--- config.mk ---
export PLATFORM = sky130hd
export DESIGN_NAME = iopdi_port
export DESIGN_NICKNAME = d
export VERILOG_FILES = /design/src/logic/iopdi_pkg.sv /design/src/logic/iopdi_port.sv /design/src/logic/iopdi_tick.sv /design/src/logic/iopdi_timer.sv
export SDC_FILE = /design/constraint.sdc
export NUM_CORES = 1
export LEC_CHECK = 0
export ABC_AREA = 1
export BUFFER_PORTS_ARGS = -buffer_cell sky130_fd_sc_hd__buf_2
export CAP_MARGIN = 40
export CELL_PAD_IN_SITES_DETAIL_PLACEMENT = 0
export CELL_PAD_IN_SITES_GLOBAL_PLACEMENT = 1
export CORE_MARGIN = 8
export CORE_UTILIZATION = 30
export CTS_CLUSTER_DIAMETER = 200
export DETAILED_ROUTE_END_ITERATION = 7
export PLACE_DENSITY_LB_ADDON = 0.1
export RECOVER_POWER = 100
export SYNTH_ARGS = -nofsm -noshare
export SYNTH_HDL_FRONTEND = slang
export SYNTH_SLANG_ARGS = --single-unit
--- constraint.sdc ---
create_clock -name core_clk -period 1.9 [get_ports core_clk]
set_input_delay 0.095 -clock core_clk [delete_from_list [all_inputs] [get_ports core_clk]]
set_output_delay 0.095 -clock core_clk [all_outputs]
set_load 0.05 [all_outputs]
--- src/logic/iopdi_pkg.sv ---
// Package for the isolated output port with settling-delay interrupt.
// Assumes a 100 MHz core clock and the register offsets of the I/O space.
package iopdi_pkg;

   // ----------------------------------------------------------------
   // Register offsets (byte addresses within the I/O space)
   // ----------------------------------------------------------------
   localparam logic [7:0] OFF_PORT_STATUS       = 8'h00;
   localparam logic [7:0] OFF_PORT_CONTROL      = 8'h02;
   localparam logic [7:0] OFF_INTERRUPT_PENDING = 8'h04;
   localparam logic [7:0] OFF_SETTLE_DELAY      = 8'h12;
   localparam logic [7:0] OFF_CHANNEL_OUTPUTS   = 8'h14;
   localparam logic [7:0] OFF_ID_SERIAL_PORT    = 8'hfe;

   // ----------------------------------------------------------------
   // Field positions
   // ----------------------------------------------------------------
   localparam int STAT_PENDING_BIT = 0;
   localparam int STAT_SETTLED_BIT = 7;
   localparam int CTRL_SOFT_RESET_REQUEST_BIT    = 0;
   localparam int CTRL_IEN_BIT     = 1;
   localparam int IRQ_PENDING_BIT  = 0;
   localparam int EE_DATA_BIT      = 0;
   localparam int EE_CLK_BIT       = 1;
   localparam int EE_CS_BIT        = 2;
   localparam logic [15:0] EE_READ_ONES = 16'hff00;

   // ----------------------------------------------------------------
   // Timing: one delay tick is 0.031875 ms, default delay 13 ms
   // ----------------------------------------------------------------
   localparam int  CLK_PERIOD_PS   = 10000;
   localparam int  TICK_PS         = 31875000;
   localparam int  TICK_CYCLES     = TICK_PS / CLK_PERIOD_PS;
   localparam int  TICK_NS         = TICK_PS / 1000;
   localparam int  DEFAULT_DELAY_US = 13000;
   // Worked in nanoseconds so the product stays inside 32 bits; rounded up so
   // the default delay is never shorter than 13 ms.
   localparam int  DEFAULT_TICKS   = (DEFAULT_DELAY_US * 1000 + TICK_NS - 1) / TICK_NS;
   localparam logic [15:0] DELAY_RESET = 16'(DEFAULT_TICKS - 1);
   localparam logic [15:0] OUT_RESET   = 16'h0000;
   localparam int  SOFT_RESET_REQUEST_CYCLES     = 4;

   // ----------------------------------------------------------------
   // Carrier types
   // ----------------------------------------------------------------
   typedef struct packed {
      logic       cs;
      logic       wr;
      logic       iack;
      logic [7:0] addr;
      logic [15:0] wdata;
   } iopdi_req_s;

   typedef struct packed {
      logic        cs;
      logic        clk;
      logic        din;
   } iopdi_ee_s;

endpackage

--- src/logic/iopdi_port.sv ---
// Top of the isolated output port: register decode, channel outputs,
// settling-delay interrupt and the bit-banged identification serial port.
// Assumes bus strobes are already synchronous to core_clk, one cycle each.
//
// Behaviour
// Host bus carries 16-bit words and an interrupt request to the carrier.
// Registers decode at 00, 02, 04, 12, 14 and FE; others read zero.
// Output bit n closes channel n when 1; reads return channel settings.
// Interrupt is raised after a channel command, once the settling delay ends.
// Delay equals (register value plus one) time units; register is write-only.
// After reset the delay is 13 ms until software changes it.
// One delay setting covers all sixteen channels.
// Status bit 7 reads 0 while delay runs, 1 after it elapsed.
// Pending flag is bit 0 of status and interrupt registers.
// Control bit 1 enables the delay interrupt; reads back as written.
// Writing 1 to control bit 0 starts a soft reset; bit readable.
// Serial port write bit 1 drives the EEPROM clock pin.
// Serial port write bit 2 drives chip select; bit 0 drives data.
// Serial port reads give data-out in bit 0, ones in 15..8.
// The identification EEPROM outside holds 64 words of 16 bits.
// Host software should not write data through serial port bit 0.
// Interrupt request is withdrawn during the interrupt acknowledge cycle.
// Output write sets busy and restarts delay; expiry with enable sets pending.
// Writing 1 to interrupt bit 0 clears pending; writing 0 leaves it.
`timescale 1ns/1ps
module iopdi_port (
   input  wire logic                   core_clk,
   input  wire logic                   rst_n,
   input  wire iopdi_pkg::iopdi_req_s  bus_req,
   output logic [15:0]                 bus_rdata,
   output logic                        bus_ack,
   output logic                        irq_req,
   output logic [15:0]                 channel_close_bits,
   output iopdi_pkg::iopdi_ee_s        ee_pins,
   input  wire logic                   ee_data_out
);

   // ----------------------------------------------------------------
   // Decode
   // ----------------------------------------------------------------
   function automatic logic hit(input iopdi_pkg::iopdi_req_s r, input logic [7:0] off);
      hit = r.cs && !r.iack && r.addr == off;
   endfunction

   logic wr_ctrl;
   logic wr_irq;
   logic wr_dly;
   logic wr_out;
   logic wr_ee;
   assign wr_ctrl = bus_req.wr && hit(bus_req, iopdi_pkg::OFF_PORT_CONTROL);
   assign wr_irq  = bus_req.wr && hit(bus_req, iopdi_pkg::OFF_INTERRUPT_PENDING);
   assign wr_dly  = bus_req.wr && hit(bus_req, iopdi_pkg::OFF_SETTLE_DELAY);
   assign wr_out  = bus_req.wr && hit(bus_req, iopdi_pkg::OFF_CHANNEL_OUTPUTS);
   assign wr_ee   = bus_req.wr && hit(bus_req, iopdi_pkg::OFF_ID_SERIAL_PORT);

   // ----------------------------------------------------------------
   // Soft reset
   // ----------------------------------------------------------------
   // A soft reset stretches over a few cycles so the request bit reads
   // back as 1 briefly; the host sees it clear itself.
   logic [2:0] soft_reset_request_cnt_q;
   logic [2:0] soft_reset_request_cnt_d;
   logic       soft_reset_request;
   logic       lrst_n;

   always_comb begin
      soft_reset_request_cnt_d = soft_reset_request_cnt_q;
      if (wr_ctrl && bus_req.wdata[iopdi_pkg::CTRL_SOFT_RESET_REQUEST_BIT]) begin
         soft_reset_request_cnt_d = 3'(iopdi_pkg::SOFT_RESET_REQUEST_CYCLES);
      end else if (soft_reset_request_cnt_q != 3'h0) begin
         soft_reset_request_cnt_d = soft_reset_request_cnt_q - 3'h1;
      end
   end

   always_ff @(posedge core_clk) begin
      if (!rst_n) begin
         soft_reset_request_cnt_q <= 3'h0;
      end else begin
         soft_reset_request_cnt_q <= soft_reset_request_cnt_d;
      end
   end

   assign soft_reset_request = soft_reset_request_cnt_q != 3'h0;
   assign lrst_n = rst_n && !soft_reset_request;

   // ----------------------------------------------------------------
   // Registers
   // ----------------------------------------------------------------
   logic        delay_irq_enable_q;
   logic        delay_irq_enable_d;
   logic [15:0] settle_delay_value_q;
   logic [15:0] settle_delay_value_d;
   logic [15:0] out_q;
   logic [15:0] out_d;
   iopdi_pkg::iopdi_ee_s ee_q;
   iopdi_pkg::iopdi_ee_s ee_d;

   always_comb begin
      delay_irq_enable_d   = delay_irq_enable_q;
      settle_delay_value_d = settle_delay_value_q;
      out_d                = out_q;
      ee_d                 = ee_q;
      if (wr_ctrl) begin
         delay_irq_enable_d = bus_req.wdata[iopdi_pkg::CTRL_IEN_BIT];
      end
      if (wr_dly) begin
         settle_delay_value_d = bus_req.wdata;
      end
      if (wr_out) begin
         out_d = bus_req.wdata;
      end
      if (wr_ee) begin
         ee_d.cs  = bus_req.wdata[iopdi_pkg::EE_CS_BIT];
         ee_d.clk = bus_req.wdata[iopdi_pkg::EE_CLK_BIT];
         ee_d.din = bus_req.wdata[iopdi_pkg::EE_DATA_BIT];
      end
   end

   always_ff @(posedge core_clk) begin
      if (!lrst_n) begin
         delay_irq_enable_q   <= 1'b0;
         settle_delay_value_q <= iopdi_pkg::DELAY_RESET;
         out_q                <= iopdi_pkg::OUT_RESET;
         ee_q                 <= '0;
      end else begin
         delay_irq_enable_q   <= delay_irq_enable_d;
         settle_delay_value_q <= settle_delay_value_d;
         out_q                <= out_d;
         ee_q                 <= ee_d;
      end
   end

   assign channel_close_bits = out_q;
   assign ee_pins            = ee_q;

   // ----------------------------------------------------------------
   // Settling timer
   // ----------------------------------------------------------------
   logic tick;
   logic running;
   logic expire;

   // The time unit is cut to a whole number of core cycles, so each tick is
   // half a cycle short; over the longest delay that stays below 0.02 percent.
   // Restarting the divider with the counter makes the first tick a full time
   // unit after the write, so a zero delay never fires early.
   iopdi_tick u_tick (
      .core_clk (core_clk),
      .rst_n    (lrst_n),
      .restart  (wr_out),
      .tick     (tick)
   );

   iopdi_timer u_timer (
      .core_clk    (core_clk),
      .rst_n       (lrst_n),
      .start       (wr_out),
      .tick        (tick),
      .delay_value (settle_delay_value_q),
      .running     (running),
      .expire      (expire)
   );

   // ----------------------------------------------------------------
   // Pending flag and request line
   // ----------------------------------------------------------------
   // An acknowledge clears the flag as well, so a carrier that never writes
   // the interrupt register still sees exactly one request per expiry.
   logic delay_irq_pending_q;
   logic delay_irq_pending_d;

   always_comb begin
      delay_irq_pending_d = delay_irq_pending_q;
      if (wr_irq && bus_req.wdata[iopdi_pkg::IRQ_PENDING_BIT]) begin
         delay_irq_pending_d = 1'b0;
      end
      if (bus_req.cs && bus_req.iack && delay_irq_pending_q) begin
         delay_irq_pending_d = 1'b0;
      end
      // Expiry wins over a simultaneous clear so no event is lost.
      if (expire && delay_irq_enable_q) begin
         delay_irq_pending_d = 1'b1;
      end
   end

   always_ff @(posedge core_clk) begin
      if (!lrst_n) begin
         delay_irq_pending_q <= 1'b0;
      end else begin
         delay_irq_pending_q <= delay_irq_pending_d;
      end
   end

   // The request drops combinationally during an acknowledge cycle.
   assign irq_req = delay_irq_pending_q && delay_irq_enable_q
                    && !(bus_req.cs && bus_req.iack);

   // ----------------------------------------------------------------
   // Read data
   // ----------------------------------------------------------------
   // Reads of write-only and reserved offsets return zeros. A read has no
   // side effects, so the host may poll status as often as it likes.
   logic [15:0] rdata_d;
   logic [15:0] rdata_q;
   logic        ack_q;

   always_comb begin
      rdata_d = 16'h0000;
      if (bus_req.cs && bus_req.iack) begin
         rdata_d = 16'h0000;
      end else if (bus_req.cs && !bus_req.wr) begin
         unique case (bus_req.addr)
            iopdi_pkg::OFF_PORT_STATUS: begin
               rdata_d[iopdi_pkg::STAT_SETTLED_BIT] = !running;
               rdata_d[iopdi_pkg::STAT_PENDING_BIT] = delay_irq_pending_q;
            end
            iopdi_pkg::OFF_PORT_CONTROL: begin
               rdata_d[iopdi_pkg::CTRL_IEN_BIT]  = delay_irq_enable_q;
               rdata_d[iopdi_pkg::CTRL_SOFT_RESET_REQUEST_BIT] = soft_reset_request;
            end
            iopdi_pkg::OFF_INTERRUPT_PENDING: begin
               rdata_d[iopdi_pkg::IRQ_PENDING_BIT] = delay_irq_pending_q;
            end
            iopdi_pkg::OFF_CHANNEL_OUTPUTS: begin
               rdata_d = out_q;
            end
            iopdi_pkg::OFF_ID_SERIAL_PORT: begin
               rdata_d = iopdi_pkg::EE_READ_ONES;
               rdata_d[iopdi_pkg::EE_DATA_BIT] = ee_data_out;
            end
            default: begin
               rdata_d = 16'h0000;
            end
         endcase
      end
   end

   always_ff @(posedge core_clk) begin
      if (!rst_n) begin
         rdata_q <= 16'h0000;
         ack_q   <= 1'b0;
      end else begin
         rdata_q <= rdata_d;
         ack_q   <= bus_req.cs;
      end
   end

   assign bus_rdata = rdata_q;
   assign bus_ack   = ack_q;

   // ----------------------------------------------------------------
   // Checks
   // ----------------------------------------------------------------
   AST_OUT_FOLLOWS: assert property (@(posedge core_clk) disable iff (!lrst_n)
      wr_out |=> channel_close_bits == $past(bus_req.wdata))
      else $error("channel outputs did not take written value");
   AST_BUSY_ON_WRITE: assert property (@(posedge core_clk) disable iff (!lrst_n)
      wr_out |=> running)
      else $error("timer not running after output write");
   AST_MIN_DELAY: assert property (@(posedge core_clk) disable iff (!lrst_n)
      wr_out |=> !expire [*8])
      else $error("delay expired too early");
   AST_PEND_SET: assert property (@(posedge core_clk) disable iff (!lrst_n)
      (expire && delay_irq_enable_q) |=> delay_irq_pending_q)
      else $error("pending not set on expiry");
   AST_NO_IRQ_DIS: assert property (@(posedge core_clk) disable iff (!lrst_n)
      !delay_irq_enable_q |-> !irq_req)
      else $error("interrupt driven while disabled");
   AST_CLEAR: assert property (@(posedge core_clk) disable iff (!lrst_n)
      (wr_irq && bus_req.wdata[0] && !expire) |=> !delay_irq_pending_q)
      else $error("pending not cleared by write of one");
   AST_IACK_DROP: assert property (@(posedge core_clk) disable iff (!lrst_n)
      (bus_req.cs && bus_req.iack) |-> !irq_req)
      else $error("request held during acknowledge");
   AST_EE_READ: assert property (@(posedge core_clk) disable iff (!rst_n)
      (bus_req.cs && !bus_req.wr && !bus_req.iack
       && bus_req.addr == iopdi_pkg::OFF_ID_SERIAL_PORT)
      |=> bus_rdata[15:1] == 15'h7f80)
      else $error("serial port read pattern wrong");
   AST_SOFT_RESET_REQUEST_RESET: assert property (@(posedge core_clk) disable iff (!rst_n)
      (wr_ctrl && bus_req.wdata[0]) |=> ##1 channel_close_bits == 16'h0000)
      else $error("soft reset did not clear outputs");

   // The ack, status and pending read checks below watch the bus answers. They use the hard reset only,
   // because the answer flops keep running through a soft reset.
   AST_DELAY_DEFAULT: assert property (@(posedge core_clk)
      !lrst_n |=> settle_delay_value_q == 16'h0197)
      else $error("delay register not at its default after reset");
   AST_ACK_FOLLOWS: assert property (@(posedge core_clk) disable iff (!rst_n)
      bus_req.cs |=> bus_ack)
      else $error("access not answered one cycle later");
   AST_BUSY_READ: assert property (@(posedge core_clk) disable iff (!rst_n)
      (bus_req.cs && !bus_req.wr && !bus_req.iack
       && bus_req.addr == iopdi_pkg::OFF_PORT_STATUS)
      |=> bus_rdata[iopdi_pkg::STAT_SETTLED_BIT] == !$past(running))
      else $error("status settled bit does not follow the timer");
   AST_PEND_READ: assert property (@(posedge core_clk) disable iff (!rst_n)
      (bus_req.cs && !bus_req.wr && !bus_req.iack
       && (bus_req.addr == iopdi_pkg::OFF_PORT_STATUS
           || bus_req.addr == iopdi_pkg::OFF_INTERRUPT_PENDING))
      |=> bus_rdata[0] == $past(delay_irq_pending_q))
      else $error("pending flag not shown in status or interrupt read");
   AST_EE_PINS: assert property (@(posedge core_clk) disable iff (!lrst_n)
      wr_ee |=> ee_pins == $past(bus_req.wdata[2:0]))
      else $error("serial port pins did not take written bits");
   AST_CHAN_HOLD: assert property (@(posedge core_clk) disable iff (!lrst_n)
      !wr_out |=> $stable(channel_close_bits))
      else $error("channel outputs changed without a write");
endmodule

--- src/logic/iopdi_tick.sv ---
// Divider that gives one-cycle time-unit ticks for the settling timer.
// Assumes the core clock of the package; restarts on demand.
`timescale 1ns/1ps
module iopdi_tick (
   input  wire logic core_clk,
   input  wire logic rst_n,
   input  wire logic restart,
   output logic      tick
);
   localparam int W = $clog2(iopdi_pkg::TICK_CYCLES);
   localparam logic [W-1:0] LAST = W'(iopdi_pkg::TICK_CYCLES - 1);
   logic [W-1:0] cnt_q;
   logic [W-1:0] cnt_d;

   always_comb begin
      cnt_d = cnt_q + W'(1);
      if (restart || cnt_q == LAST) begin
         cnt_d = '0;
      end
   end

   always_ff @(posedge core_clk) begin
      if (!rst_n) begin
         cnt_q <= '0;
      end else begin
         cnt_q <= cnt_d;
      end
   end

   assign tick = !restart && (cnt_q == LAST);
endmodule

--- src/logic/iopdi_timer.sv ---
// Settling-delay counter: counts (value + 1) time-unit ticks after a start.
// Assumes tick pulses from the divider, restarted together with this counter.
`timescale 1ns/1ps
module iopdi_timer (
   input  wire logic        core_clk,
   input  wire logic        rst_n,
   input  wire logic        start,
   input  wire logic        tick,
   input  wire logic [15:0] delay_value,
   output logic             running,
   output logic             expire
);
   logic [16:0] left_q;
   logic [16:0] left_d;
   logic        run_q;
   logic        run_d;

   always_comb begin
      left_d = left_q;
      run_d  = run_q;
      if (start) begin
         left_d = {1'b0, delay_value} + 17'h00001;
         run_d  = 1'b1;
      end else if (run_q && tick) begin
         left_d = left_q - 17'h00001;
         if (left_q == 17'h00001) begin
            run_d = 1'b0;
         end
      end
   end

   always_ff @(posedge core_clk) begin
      if (!rst_n) begin
         left_q <= '0;
         run_q  <= 1'b0;
      end else begin
         left_q <= left_d;
         run_q  <= run_d;
      end
   end

   assign running = run_q;
   assign expire  = run_q && tick && !start && left_q == 17'h00001;
endmodule

==> impl_results.md <==
* Worst endpoint required time at approximately 2200 ps
* TritonCTS clock tree: done
* Grt ovf at 0
* # setup viols final at 0
* Top-count cell post-synth: nand2_1
* Crit start category: input port
* Total power draw at around 0.0043 W
* Final hold viol count at 0
* Max VDD drop at 652 uV
* Initial DRC count at 308
* DR pass1 iterations at 4
* Wirelength per Cell at between 10 and 15 um
* Clock buffer depth at 2
* Avg Cell Area, Syn at 6.97 um^2
* Final Wtd Congestion at between 0.8 and 0.9
* Critical path peak fanout at 16
* Final instance area at 0.00511 mm^2
* Fmax at 0.562 GHz
* # IOs at 67
* Clk root buf: clkbuf_16
* Slew @ Worst Pin at about 610 ps
* EDFF count, synth at 0
* Max-cap violations at 0
* Via Count at 4061
* Placed Instance Area at 0.00479 mm^2
* Synth Warn # at 0
* Worst setup path class: input port to flop
* Slowest CP cell: dlygate4sd3_1
* Antenna violations before repair at 0
* Max transition margin at roughly three fifths
* GRT Total Usage at ~14%
* Syn Nets at 649
* Vias in the first global route at about 4100
* Yosys reg bits at 87
* Place WS at between 80 and 90 ps
* Crit-path cells: dlygate4sd3_1, clkbuf_1, inv_2, nor2_4, nand2_1, nor2_4, nor2_4, nand2_1, nand3_1, nand2_1, inv_1
* Cell taking the most area after synthesis: dfxtp_1
* CTS Buf Count at 9
* Ys flop type: dfxtp_1
* Unrepaired setup endpoints after global routing: yes
* DIE WIDTH at 135 um
* Nets at 726
* Final core occ at 36.8%
* Async SR Flop Fraction at 0%
* Post-Syn Area at 0.00426 mm^2
* H-tree depth at 3
* Sink Count at 87
* Final min period at 1780 ps
* Top cells by instance count after synthesis: nand2_1 (125), nor2_1 (95), dfxtp_1 (87), inv_1 (75), o21ai_0 (49)
* Skew final at approximately 9.3 ps
* Final worst-path cycle share at 93.6%
* Synth Instances at 611
* Netlist cell types at 35
* Die ar. at 0.0183 mm^2
* Seq/Total Area, Yosys at 40.9%
* Top cell type's share of synthesized area at 40.9%
* HP Class: input port to flop
* Clk Latency, worst-skew pair at between 300 and 400 ps
* Crit path capture type: flop
* PortBufs at 66
* Antenna-violating nets left at 0
* Vias/cell at 4.65
* Reg clk slew, reported paths at ~70 ps
* Core Box Area at 0.0139 mm^2
* Die H at roughly 140 um
* Crit path DAT at 2030 ps
* Detailed-route DRC error count at 0
* Status: complete, no violations
* Inserted Diodes at 0
* Pwr Density at about 840 mW/mm^2
* WL final at 12400 um
* Leakage at 2.14 nW
* Layout cells sized above 1 at roughly 10%
* Worst setup margin at about 120 ps
* Pins Over Slew Limit at 0
* Synth top area cells: dfxtp_1 (41%), nand2_1 (11%), nor2_1 (8.4%), inv_1 (6.6%), o21ai_0 (5.8%)
* DP HPWL at 9670 um
* Largest net degree at the start of global routing at 35
* Worst path max stage delay at 520 ps
* First-pass GRT wire length at between 20000 and 25000 um
* Initial core utilization at between 30% and 40%
* Synthesis-to-finish area growth at 20.0%
* FP Rows at 43
[path summary, 6_finish.rpt]
path / from / end / cells after the start / slack, ps
worst max register to register: u_tick.cnt_q[0] / u_timer.left_q[6] / 10 / 180
worst max-delay path: bus_req[26] / u_timer.left_q[12] / 11 / 120
worst min register to register: channel_close_bits[5] / bus_rdata[5] / 2 / 460
worst min-delay path: rst_n / bus_ack / 3 / 10
[cell families (layout without fill, tap and decap cells)]
| logic type | after synthesis | count (layout) | share of synthesized area (%) |
|---|---|---|---|
| AOI/OAI and AO/OA | 109 | 109 | 14.1 |
| xor gates and xnor gates | 15 | 15 | 3.08 |
| adders and majority gates | 8 | 8 | 2.35 |
| buffers and inverters | 95 | 177 | 9.17 |
| DFF | 87 | 87 | 40.9 |
| and+or+nand+nor | 297 | 297 | 30.4 |
[cells in the final DEF, fill, tap and decap left out, types with 7 or more instances in the layout]
cell       count
inv_1         75
nand2_1      125
clkbuf_16      9
nor2_1        95
ha_1           8
buf_2         28
clkbuf_1      39
a211oi_1       9
o211ai_1       7
a21oi_1       34
nand3_1       43
dfxtp_1       87
nand4_1        9
o21ai_0       50
xor2_1        11
[where the power goes]
| part | internal [W] | switching (W) |
|---|---|---|
| combinational | 0.000185 | 0.000405 |
| sequential | 0.00187 | 0.0000295 |
| clock | 0.000936 | 0.000852 |
| total | 0.00299 | 0.00129 |
[metrics by stage]
stage | setup TNS [ps] | hold WS, ps | std cells
after global routing | -12.6 | 27.4 | 873
after CTS | 0 | 5.08 | 873
after floorplan | 0 | 188 | 611
after detailed placement | 0 | 327 | 851
final | 0 | 13.9 | 873
after global placement | 0 | 319 | 851
[registers in the layout, indices dropped and copies added (netlist names)]
signal                    flops
channel_close_bits           16
u_timer.running               1
u_tick.cnt_q                 12
delay_irq_pending_q           1
settle_delay_value_q         16
soft_reset_request_cnt_q      3
delay_irq_enable_q            1
bus_rdata                    16
ee_pins                       3
bus_ack                       1
u_timer.left_q               17
[critical path: cells and delay by family]
kind	cells	cell delay [ps]
simple gates	7	1150
buf+inv	4	780
[per-layer routing]
metal,GRT usage [%],part of all wire (%),up-vias
li1,-,-,2130
met1,16.7,44,1840
met2,24.2,49,72
met3,3.34,5.1,19
met4,6.11,2.4,0
met5,0,0,-
[repair_timing]
action	4_1_cts	5_1_grt
hold buffers	6	0
setup endpoints to repair	0	13
hold endpoints to repair	6	0
gates resized for setup	0	5
setup buffers	0	0
[final cells by class]
cell class | count | area (um^2)
fillers | 1540 | 8770
multi-input cells | 429 | 2140
flip-flops and latches | 87 | 1740
repair buffers | 81 | 410
inverters | 80 | 300
clock buffers | 9 | 225
well taps | 180 | 225
clock inverters | 7 | 72.6
No activity file was read; power rests on OpenSTA's default activity.
